==> src/core/slave_sm_defs.svh <==
`ifndef SLAVE_SM_DEFS_SVH
`define SLAVE_SM_DEFS_SVH

// State codes as presented to the master.
`define CODE_POWER_ON      8'h01
`define CODE_CONFIGURING   8'h02
`define CODE_FW_LOAD       8'h03
`define CODE_INPUTS_ONLY   8'h04
`define CODE_FULL_EXCHANGE 8'h08
// Reset values.
`define RST_VERSION        16'h0000

`endif

==> src/core/slave_sm_pkg.sv <==
package slave_sm_pkg;

   // Gray codes along power-on, configuring, inputs-only, full exchange.
   typedef enum logic [2:0] {
      ST_POWER_ON      = 3'b000,
      ST_CONFIGURING   = 3'b001,
      ST_INPUTS_ONLY   = 3'b011,
      ST_FULL_EXCHANGE = 3'b010,
      ST_FW_LOAD       = 3'b100
   } slave_state_t;

   typedef struct packed {
      logic mailbox;
      logic tunnel;
      logic file_xfer;
      logic pd_inputs;
      logic pd_outputs;
   } service_perm_t;

endpackage

==> src/core/fieldbus_slave_state_machine.sv <==
`timescale 1ns/1ps
`include "slave_sm_defs.svh"

module fieldbus_slave_state_machine
#(
   parameter int IO_W = 32
)
(
   // Clock and reset
   input  wire logic                  clk_sys_i,
   input  wire logic                  arst_n_i,
   // State request from the master
   input  wire logic                  req_valid_i,
   input  wire logic [7:0]            req_code_i,
   // Channel setup checks
   input  wire logic                  mbx_chan_ok_i,
   input  wire logic                  pd_chan_ok_i,
   // Firmware download
   input  wire logic                  fw_done_i,
   input  wire logic [15:0]           fw_version_i,
   // Process data
   input  wire logic [IO_W-1:0]       inputs_i,
   input  wire logic [IO_W-1:0]       master_out_i,
   // Status and answer
   output logic [7:0]                 state_code_o,
   output logic                       ack_o,
   output logic                       refuse_o,
   output slave_sm_pkg::service_perm_t perm_o,
   // Process data out
   output logic [IO_W-1:0]            dpm_inputs_o,
   output logic [IO_W-1:0]            outputs_o,
   // Firmware
   output logic                       fw_adopt_o,
   output logic [15:0]                fw_installed_o
);
   import slave_sm_pkg::*;

   // Pin inputs pass two flip-flops as one word; the master holds the code steady with its strobe.
   localparam int SYNC_W = 28 + 2 * IO_W;
   logic [SYNC_W-1:0]     sync1_ff, sync2_ff;
   logic                  req_prev_ff;
   logic                  req_valid_s2_ff, mbx_s2_ff, pd_s2_ff, fw_done_s2_ff;
   logic [7:0]            req_code_s2_ff;
   logic [15:0]           fw_ver_s2_ff;
   logic [IO_W-1:0]       in_s2_ff, mo_s2_ff;

   always_ff @(posedge clk_sys_i or negedge arst_n_i)
   begin
      if (!arst_n_i)
      begin
         sync1_ff    <= '0;
         sync2_ff    <= '0;
         req_prev_ff <= 1'b0;
      end
      else
      begin
         sync1_ff    <= {req_valid_i, req_code_i, mbx_chan_ok_i, pd_chan_ok_i, fw_done_i,
                         fw_version_i, inputs_i, master_out_i};
         sync2_ff    <= sync1_ff;
         req_prev_ff <= req_valid_s2_ff;
      end
   end

   assign {req_valid_s2_ff, req_code_s2_ff, mbx_s2_ff, pd_s2_ff, fw_done_s2_ff,
           fw_ver_s2_ff, in_s2_ff, mo_s2_ff} = sync2_ff;

   // A request is a rising level, so a held request is served once.
   logic req_evt;
   assign req_evt = req_valid_s2_ff && !req_prev_ff;

   function automatic logic [7:0] code_of(input slave_state_t s);
      case (s)
         ST_POWER_ON:      code_of = `CODE_POWER_ON;
         ST_CONFIGURING:   code_of = `CODE_CONFIGURING;
         ST_INPUTS_ONLY:   code_of = `CODE_INPUTS_ONLY;
         ST_FULL_EXCHANGE: code_of = `CODE_FULL_EXCHANGE;
         ST_FW_LOAD:       code_of = `CODE_FW_LOAD;
         default:          code_of = `CODE_POWER_ON;
      endcase
   endfunction

   function automatic service_perm_t perm_of(input slave_state_t s);
      service_perm_t p;
      p = '0;
      case (s)
         ST_CONFIGURING:   p = '{mailbox: 1'b1, tunnel: 1'b1, default: 1'b0};
         ST_INPUTS_ONLY:   p = '{mailbox: 1'b1, tunnel: 1'b1, pd_inputs: 1'b1,
                                 default: 1'b0};
         ST_FULL_EXCHANGE: p = '{mailbox: 1'b1, tunnel: 1'b1, pd_inputs: 1'b1,
                                 pd_outputs: 1'b1, default: 1'b0};
         ST_FW_LOAD:       p = '{file_xfer: 1'b1, default: 1'b0};
         default:          p = '0;
      endcase
      return p;
   endfunction

   slave_state_t  state_ff, nxt_state;
   logic [7:0]    state_code_ff, nxt_state_code;
   logic          ack_ff, nxt_ack;
   logic          refuse_ff, nxt_refuse;
   service_perm_t perm_ff, nxt_perm;
   logic [IO_W-1:0] dpm_ff, nxt_dpm;
   logic [IO_W-1:0] out_ff, nxt_out;
   logic          fw_got_ff, nxt_fw_got;
   logic [15:0]   fw_new_ff, nxt_fw_new;
   logic [15:0]   fw_inst_ff, nxt_fw_inst;
   logic          adopt_ff, nxt_adopt;

   always_comb
   begin
      nxt_state   = state_ff;
      nxt_ack     = 1'b0;
      nxt_refuse  = 1'b0;
      nxt_fw_got  = fw_got_ff;
      nxt_fw_new  = fw_new_ff;
      nxt_fw_inst = fw_inst_ff;
      nxt_adopt   = 1'b0;
      if (state_ff == ST_FW_LOAD && fw_done_s2_ff && !fw_got_ff)
      begin
         nxt_fw_got = 1'b1;
         nxt_fw_new = fw_ver_s2_ff;
      end
      if (req_evt)
      begin
         nxt_ack = 1'b1;
         case (state_ff)
            ST_POWER_ON:
            begin
               if (req_code_s2_ff == `CODE_CONFIGURING && mbx_s2_ff)
                  nxt_state = ST_CONFIGURING;
               else if (req_code_s2_ff == `CODE_FW_LOAD)
               begin
                  nxt_state  = ST_FW_LOAD;
                  nxt_fw_got = 1'b0;
               end
               else if (req_code_s2_ff != `CODE_POWER_ON)
               begin
                  nxt_ack    = 1'b0;
                  nxt_refuse = 1'b1;
               end
            end
            ST_CONFIGURING:
            begin
               if (req_code_s2_ff == `CODE_INPUTS_ONLY && pd_s2_ff)
                  nxt_state = ST_INPUTS_ONLY;
               else if (req_code_s2_ff == `CODE_POWER_ON)
                  nxt_state = ST_POWER_ON;
               else if (req_code_s2_ff != `CODE_CONFIGURING)
               begin
                  nxt_ack    = 1'b0;
                  nxt_refuse = 1'b1;
               end
            end
            ST_INPUTS_ONLY, ST_FULL_EXCHANGE:
            begin
               if (req_code_s2_ff == `CODE_FULL_EXCHANGE)
                  nxt_state = ST_FULL_EXCHANGE;
               else if (req_code_s2_ff == `CODE_INPUTS_ONLY)
                  nxt_state = ST_INPUTS_ONLY;
               else if (req_code_s2_ff == `CODE_CONFIGURING)
                  nxt_state = ST_CONFIGURING;
               else if (req_code_s2_ff == `CODE_POWER_ON)
                  nxt_state = ST_POWER_ON;
               else
               begin
                  nxt_ack    = 1'b0;
                  nxt_refuse = 1'b1;
               end
            end
            ST_FW_LOAD:
            begin
               if (req_code_s2_ff == `CODE_POWER_ON)
               begin
                  nxt_state = ST_POWER_ON;
                  // adopt image, only a differing version
                  if (fw_got_ff && fw_new_ff != fw_inst_ff)
                  begin
                     nxt_adopt   = 1'b1;
                     nxt_fw_inst = fw_new_ff;
                  end
                  nxt_fw_got = 1'b0;
               end
               else if (req_code_s2_ff != `CODE_FW_LOAD)
               begin
                  nxt_ack    = 1'b0;
                  nxt_refuse = 1'b1;
               end
            end
            default:
               nxt_state = ST_POWER_ON;
         endcase
      end
      // copy on entry and on every cycle in inputs-only or full exchange, so the snapshot lands with the acknowledge
      if (nxt_state == ST_INPUTS_ONLY || nxt_state == ST_FULL_EXCHANGE)
         nxt_dpm = in_s2_ff;
      else
         nxt_dpm = dpm_ff;
      // outputs follow master data, off from the first cycle outside full exchange
      nxt_out = (nxt_state == ST_FULL_EXCHANGE) ? mo_s2_ff : '0;
      nxt_state_code = code_of(nxt_state);
      nxt_perm       = perm_of(nxt_state);
   end

   always_ff @(posedge clk_sys_i or negedge arst_n_i)
   begin
      if (!arst_n_i)
      begin
         state_ff      <= ST_POWER_ON;
         state_code_ff <= `CODE_POWER_ON;
         ack_ff        <= 1'b0;
         refuse_ff     <= 1'b0;
         perm_ff       <= '0;
         dpm_ff        <= '0;
         out_ff        <= '0;
         fw_got_ff     <= 1'b0;
         fw_new_ff     <= `RST_VERSION;
         fw_inst_ff    <= `RST_VERSION;
         adopt_ff      <= 1'b0;
      end
      else
      begin
         state_ff      <= nxt_state;
         state_code_ff <= nxt_state_code;
         ack_ff        <= nxt_ack;
         refuse_ff     <= nxt_refuse;
         perm_ff       <= nxt_perm;
         dpm_ff        <= nxt_dpm;
         out_ff        <= nxt_out;
         fw_got_ff     <= nxt_fw_got;
         fw_new_ff     <= nxt_fw_new;
         fw_inst_ff    <= nxt_fw_inst;
         adopt_ff      <= nxt_adopt;
      end
   end

   assign state_code_o   = state_code_ff;
   assign ack_o          = ack_ff;
   assign refuse_o       = refuse_ff;
   assign perm_o         = perm_ff;
   assign dpm_inputs_o   = dpm_ff;
   assign outputs_o      = out_ff;
   assign fw_adopt_o     = adopt_ff;
   assign fw_installed_o = fw_inst_ff;

   property p_power_on_quiet;
      @(posedge clk_sys_i) disable iff (!arst_n_i)
      state_code_ff == `CODE_POWER_ON |-> !perm_ff.mailbox && !perm_ff.pd_inputs;
   endproperty
   a_power_on_quiet: assert property (p_power_on_quiet)
      else $error("Power-on state permits traffic.");
   property p_config_perm;
      @(posedge clk_sys_i) disable iff (!arst_n_i)
      state_code_ff == `CODE_CONFIGURING |->
         perm_ff.mailbox && perm_ff.tunnel && !perm_ff.pd_inputs && !perm_ff.pd_outputs;
   endproperty
   a_config_perm: assert property (p_config_perm)
      else $error("Configuring permissions wrong.");
   property p_mbx_check;
      @(posedge clk_sys_i) disable iff (!arst_n_i)
      state_ff == ST_POWER_ON && req_evt && !mbx_s2_ff |=> state_ff != ST_CONFIGURING;
   endproperty
   a_mbx_check: assert property (p_mbx_check)
      else $error("Configuring entered without mailbox setup.");
   property p_outputs_off;
      @(posedge clk_sys_i) disable iff (!arst_n_i)
      state_ff == ST_INPUTS_ONLY |-> outputs_o == '0;
   endproperty
   a_outputs_off: assert property (p_outputs_off)
      else $error("Outputs active in inputs-only.");
   property p_pd_check;
      @(posedge clk_sys_i) disable iff (!arst_n_i)
      state_ff == ST_CONFIGURING && req_evt && !pd_s2_ff |=> state_ff != ST_INPUTS_ONLY;
   endproperty
   a_pd_check: assert property (p_pd_check)
      else $error("Inputs-only entered without channel check.");
   property p_snapshot;
      @(posedge clk_sys_i) disable iff (!arst_n_i)
      $past(state_ff) == ST_CONFIGURING && state_ff == ST_INPUTS_ONLY |->
         dpm_ff == $past(in_s2_ff) && ack_ff;
   endproperty
   a_snapshot: assert property (p_snapshot)
      else $error("Inputs not copied before acknowledge.");
   property p_fw_entry;
      @(posedge clk_sys_i) disable iff (!arst_n_i)
      $changed(state_ff) && state_ff == ST_FW_LOAD |-> $past(state_ff) == ST_POWER_ON;
   endproperty
   a_fw_entry: assert property (p_fw_entry)
      else $error("Firmware load entered from wrong state.");
   property p_fw_perm;
      @(posedge clk_sys_i) disable iff (!arst_n_i)
      state_code_ff == `CODE_FW_LOAD |->
         perm_ff.file_xfer && !perm_ff.mailbox && !perm_ff.tunnel && !perm_ff.pd_inputs;
   endproperty
   a_fw_perm: assert property (p_fw_perm)
      else $error("Firmware load permissions wrong.");
   property p_req_only;
      @(posedge clk_sys_i) disable iff (!arst_n_i)
      !req_evt |=> $stable(state_ff);
   endproperty
   a_req_only: assert property (p_req_only)
      else $error("State changed without request.");
   property p_adopt_diff;
      @(posedge clk_sys_i) disable iff (!arst_n_i)
      adopt_ff |-> fw_inst_ff != $past(fw_inst_ff) && state_ff == ST_POWER_ON;
   endproperty
   a_adopt_diff: assert property (p_adopt_diff)
      else $error("Image adopted without version change.");
   property p_refuse_hold;
      @(posedge clk_sys_i) disable iff (!arst_n_i)
      refuse_ff |-> $stable(state_ff) && !ack_ff;
   endproperty
   a_refuse_hold: assert property (p_refuse_hold)
      else $error("Refused request changed state.");

endmodule

==> config.mk <==
export PLATFORM = sky130hd
export DESIGN_NAME = fieldbus_slave_state_machine
export DESIGN_NICKNAME = d
export VERILOG_FILES = /design/src/core/slave_sm_pkg.sv /design/src/core/fieldbus_slave_state_machine.sv
export VERILOG_INCLUDE_DIRS = /design/src /design/src/core
export SDC_FILE = /design/constraint.sdc
export NUM_CORES = 1
export LEC_CHECK = 0
export BUFFER_PORTS_ARGS = -buffer_cell sky130_fd_sc_hd__buf_4
export CAP_MARGIN = 15
export CELL_PAD_IN_SITES_DETAIL_PLACEMENT = 2
export CELL_PAD_IN_SITES_GLOBAL_PLACEMENT = 2
export CORE_MARGIN = 2
export CORE_UTILIZATION = 27
export DETAILED_ROUTE_END_ITERATION = 12
export PLACE_DENSITY = 0.59
export SETUP_SLACK_MARGIN = 0.1
export SYNTH_ARGS = -nofsm -noshare
export SYNTH_HDL_FRONTEND = slang
export SYNTH_SLANG_ARGS = --single-unit
==> constraint.sdc <==
create_clock -name clk_sys_i -period 6.4 [get_ports clk_sys_i]
set_clock_uncertainty 0.1 [all_clocks]
set_input_delay 0 -clock clk_sys_i [delete_from_list [all_inputs] [get_ports clk_sys_i]]
set_output_delay 0 -clock clk_sys_i [all_outputs]
set_load 0.01 [all_outputs]
### After elaboration in Yosys (flattened, before gate mapping)

Cells that the tools add are included.
W data, S select, Z words.

| word-level totals | value |
|---|---|
| bits in registers | 301 |
| logic and storage cells | 97 |

| cells by class | value |
|---|---|
| equal/unequal tests | 17 |
| reductions and logical operators | 12 |
| mux-type cells | 50 |

Operator list:

| kind | number |
|---|---|
| $mux W1 | 35 |
| $mux W32 | 1 |
| $mux W3 | 8 |
| $pmux W5 S4 | 1 |
| $eq A8 B2 Y1 const B | 2 |
| $ne A16 B16 Y1 | 1 |
| $ne A8 B2 Y1 const B | 2 |
| $pmux W4 S4 | 1 |
| $eq A3 B2 Y1 const B | 4 |
| $pmux W3 S4 | 1 |
| $eq A8 B1 Y1 const B | 1 |
| $eq A8 B3 Y1 const B | 1 |
| $eq A8 B4 Y1 const B | 1 |
| $ne A8 B1 Y1 const B | 1 |
| $pmux W1 S4 | 2 |
| $eq A3 B1 Y1 const B | 2 |
| $eq A3 B3 Y1 const B | 2 |
| $logic_and A1 B1 Y1 | 6 |
| $reduce_and A4 Y1 | 1 |
| $logic_not A3 Y1 | 1 |
| $logic_not A1 Y1 | 2 |
| $pmux W1 S2 | 1 |
| $reduce_or A2 Y1 | 1 |
| $logic_or A1 B1 Y1 | 1 |

### Logic depth before layout (Yosys ltp)

| logic depth | value |
|---|---|
| word-level depth | 9 |
| gate-level depth with buffers | 9 |
| mapped depth without buffers | 7 |

### Worst setup path after synthesis

Ideal clock, no wire load.

| path | value |
|---|---|
| kind | reg-to-reg |
| start | register sync2_ff[88] |
| end | register dpm_ff[10], in the netlist dpm_inputs_o[10] |
| path buffers | 1 |
| cell stages (with the launch flop) | 9 |
| setup time | 0.125 ns |
| setup slack | 4.125 ns |
| arrival | 2.050 ns |
| path through | dfrtp_1 or4_4 nor4_2 o22ai_2 clkinv_2 nand3_4 inv_6 buf_12 mux2_4 |

| on the way | value |
|---|---|
| cells in the longest elaborated chain, start to end | 9 |
| elaborated cells on any way between the ends | 19 |

RTL lines:

| item | RTL line | source |
|---|---|---|
| start, declared | fieldbus_slave_state_machine.sv:40 | `logic [SYNC_W-1:0] sync1_ff, sync2_ff;` |
| start signal, assigned | fieldbus_slave_state_machine.sv:59 | `sync2_ff <= sync1_ff;` |
| $eq A8 B1 Y1 (no line) | -- |  |
| $mux W3 | fieldbus_slave_state_machine.sv:146, fieldbus_slave_state_machine.sv:162, fieldbus_slave_state_machine.sv:172 |  |
| $mux W3 | fieldbus_slave_state_machine.sv:160 | `` else if (req_code_s2_ff == `CODE_CONFIGURING) `` |
| $mux W3 | fieldbus_slave_state_machine.sv:158 | `` else if (req_code_s2_ff == `CODE_INPUTS_ONLY) `` |
| $mux W3 | fieldbus_slave_state_machine.sv:156 | `` if (req_code_s2_ff == `CODE_FULL_EXCHANGE) `` |
| $pmux W3 S4 (*) | fieldbus_slave_state_machine.sv:126 | `case (state_ff)` |
| $mux W3 (*) | fieldbus_slave_state_machine.sv:123 | `if (req_evt)` |
| named net nxt_state[1] | fieldbus_slave_state_machine.sv:97 | `slave_state_t state_ff, nxt_state;` |
| $eq A3 B2 Y1 | fieldbus_slave_state_machine.sv:194 | `if (nxt_state == ST_INPUTS_ONLY \|\| nxt_state == ST_FULL_EXCHANGE)` |
| $logic_or A1 B1 Y1 (*) | fieldbus_slave_state_machine.sv:194 |  |
| end signal, assigned | fieldbus_slave_state_machine.sv:227 | `dpm_ff <= nxt_dpm;` |
| end, declared | fieldbus_slave_state_machine.sv:102 | `logic [IO_W-1:0] dpm_ff, nxt_dpm;` |

The timed path passes the listed nets; every way through them passes the cells marked *.
A chain may end at the register's enable or synchronous reset.

### Final worst setup path

| path | value |
|---|---|
| start | register sync2_ff[88] |
| end | register dpm_ff[0], in the netlist dpm_inputs_o[0] |

Same word-level chain as after synthesis.

==> flow_metrics.tcl <==
set metrics [dict create \
    core_um2 33600 \
    clock_path_buffers 3 \
    fp.dieH_um 189 \
    worst_pin_slew_ns 0.936 \
    synth_common_cells "dfrtp_1 (294), mux2_2 (36), nor3b_1 (34)" \
    synth_flop_cell "dfrtp_1" \
    fin_cells 1277 \
    gp_congestion 0.726 \
    critical_path_class "flip-flop to flip-flop" \
    drc 0 \
    synth_top_family_by_area "multiplexers" \
    start_util_pct 27.5 \
    status "completed" \
    drtPass1Iterations 4 \
    synth_fa_ha_area_share_pct 0 \
    drv_cap 0 \
    fillerInstances 3256 \
    post-route-min-period_ns 3.03 \
    finish.instance_area_um2 13100 \
    wire_per_inst_um 17.5 \
    nets 897 \
    first_global_vias 6389 \
    grt_usage_pct 12.9 \
    cts_made_buffers 35 \
    synthArstFlopShare_pct 100 \
    die_area_um2 35800 \
    crit_chain "or4_4 -> nor4_2 -> o22ai_2 -> clkinv_2 -> nand3_4 -> inv_6 -> mux2_2" \
    grt_overflow 0 \
    yosysTopAreaCell "dfrtp_1" \
    dp.cells 1120 \
    muxShareOfSynthArea_pct 9.14 \
    grt_pass1_wl_mm 36.3 \
    synth_area_um2 9260 \
    ys_ff_latch 295 \
    worst_path_largest_cell_delay_ns 0.55 \
    netlist_top_cells_area "dfrtp_1 (79%), mux2_4 (4.5%), mux2_2 (4.4%), nor3b_1 (2.8%), xor2_1 (1.8%)" \
    syn2layout_area_growth_pct 41.9 \
    drt_wl_total_mm 22.3 \
    postPlaceCellArea_um2 11100 \
    cp.arrival_ns 3.32 \
    synth_compound_area_share_pct 1.47 \
    seq_area_frac_synth_pct 79.7 \
    rows 67 \
    cts_root_buf "clkbuf_16" \
    die_width_um 189 \
    fmax_ghz 0.330 \
    synth_simple_gate_area_share_pct 5.74 \
    dp_hpwl_mm 13.6 \
    yosysTopAreaCellShare_pct 79.5 \
    synth_cell_types 48 \
    drive_gt1_share_pct 38.6 \
    startpoint_type "flip-flop" \
    cts.sinks 295 \
    maxSlewHeadroom_pct 37.6 \
    p_leak_nw 6.33 \
    ctsResizeCount 0 \
    ios 190 \
    fin_crit_sh_pct 47.4 \
    yosysMostFrequentCell "dfrtp_1" \
    crit_path_end_kind "flip-flop" \
    synth_edf_count 0 \
    cp.required_ns 6.69 \
    worstPathMaxFanout 35 \
    antenna_left 0 \
    io_buffers 185 \
    final_hold_viol_count 0 \
    synth-xor-area-share_pct 1.80 \
    drtIter0Drc 144 \
    synth_cells 501 \
    hold_class "input port to flip-flop" \
    fin_setup_tns_ns 0 \
    syn_avg_cell_area_um2 18.5 \
    rsz0062_at_grt "false" \
    antenna_found_initial 1 \
    vias_per_cell 4.03 \
    cp_slowest_cell "or4_4" \
    ir_drop_v 0.000199 \
    clkTransAtPathRegs_ns 0.06 \
    yosys_warnings 0 \
    cts_tree "built" \
    setup_viol 0 \
    slew_violations 0 \
    grt_max_degree 121 \
    vias 5150 \
    clock_latency_ns 0.51 \
    finalCoreUtilization_pct 39.1 \
    htreeDepth 2 \
    power_density_nw_per_um2 320 \
]
[cells in the final DEF, fill, tap and decap left out, drive strengths merged, types with 7 or more instances in the layout]
| cell | Yosys | final |
|---|---|---|
| dfrtp | 294 | 294 |
| buf | 17 | 190 |
| dlygate4sd3 | 0 | 93 |
| mux2 | 64 | 64 |
| clkbuf | 4 | 48 |
| nor3b | 34 | 34 |
| xor2 | 19 | 19 |
| clkinv | 1 | 13 |
| inv | 5 | 7 |
| nor4 | 7 | 7 |
[path summary, 6_finish.rpt]
kind,slack (ns),cells after the start,to,from
max,3.37,7,dpm_inputs_o[0]$_DFFE_PN0P_,sync2_ff[88]$_DFF_PN0_
min,0.03,2,sync1_ff[23]$_DFF_PN0_,master_out_i[23]
max reg2reg,3.37,7,dpm_inputs_o[0]$_DFFE_PN0P_,sync2_ff[88]$_DFF_PN0_
min reg2reg,0.24,0,sync2_ff[49]$_DFF_PN0_,sync1_ff[49]$_DFF_PN0_
max in group asynchronous,4.66,3,outputs_o[23]$_DFF_PN0_,arst_n_i
min in group asynchronous,0.08,2,fw_installed_o[13]$_DFFE_PN0P_,arst_n_i
[state kept, by name (all words and copies together) (netlist names)]
| name | count |
|---|---|
| fw_new_ff | 16 |
| outputs_o | 32 |
| sync2_ff | 92 |
| refuse_o | 1 |
| state_code_o | 4 |
| sync1_ff | 92 |
| fw_got_ff | 1 |
| perm_o | 3 |
| req_prev_ff | 1 |
| dpm_inputs_o | 32 |
| fw_installed_o | 16 |
| state_ff | 3 |
| ack_o | 1 |
| fw_adopt_o | 1 |
[layout make-up]
class	instances	area [um^2]	area share, %
Sequential cell	295	7380	56.2
Inverter	6	28.8	0.219
Clock buffer	48	986	7.50
Clock inverter	14	92.6	0.705
Timing Repair Buffer	283	2370	18.1
Multi-Input combinational cell	182	1710	13.0
Tap cell	448	561	4.27
Antenna cell	1	2.50	0.0190
[stage by stage]
stage | power [W] | hold WS, ns | worst slack (ns)
2_1_floorplan | 0.00216 | -0.396 | 4.13
3_3_place_gp | 0.00234 | 0.00945 | 3.36
3_5_place_dp | 0.00235 | 0.0105 | 3.27
4_1_cts | 0.00428 | 0.0106 | 3.28
5_1_grt | 0.00440 | 0.0171 | 3.08
6_report | 0.00421 | 0.0290 | 3.37
[where the power goes]
part | internal (W) | leakage, nW | total, W | switching (W)
clock | 0.00108 | 0.541 | 0.00185 | 0.000761
combinational | 0.000188 | 2.12 | 0.000336 | 0.000148
sequential | 0.00197 | 3.67 | 0.00203 | 0.0000568
[critical path: cells and delay by family, from the launching register on]
kind	cells	cell delay, ns
AND/OR/NAND/NOR	3	1.25
buffers and inverters	2	0.64
AO/OA/AOI/OAI	1	0.14
multiplexers	1	0.39
flip-flops	1	0.39
[per-layer routing]
layer / vias to the layer above / wire, um / share of wire (%) / global-route usage (%)
met1: 2670 / 8680 / 39 / 14.9
met3: 39 / 2000 / 8.9 / 5.06
met4: 0 / 426 / 1.9 / 3.58
met5: - / 0 / 0 / 0
li1: 2285 / - / - / -
met2: 156 / 11200 / 50 / 22.3
[repair_timing]
action | in CTS | in global routing
endpoints found under the hold margin | 209 | 0
setup buffers | 0 | 0
hold buffers | 93 | 0
[cell families (layout without fill, tap and decap cells)]
group | Yosys count | after routing
flip-flops | 295 | 295
AND/OR/NAND/NOR | 74 | 74
multiplexers | 66 | 66
buffers and inverters | 27 | 351
AO/OA/AOI/OAI | 19 | 19
XOR/XNOR | 19 | 19
other | 1 | 5
Note: power is estimated with default switching activity, not from simulation.
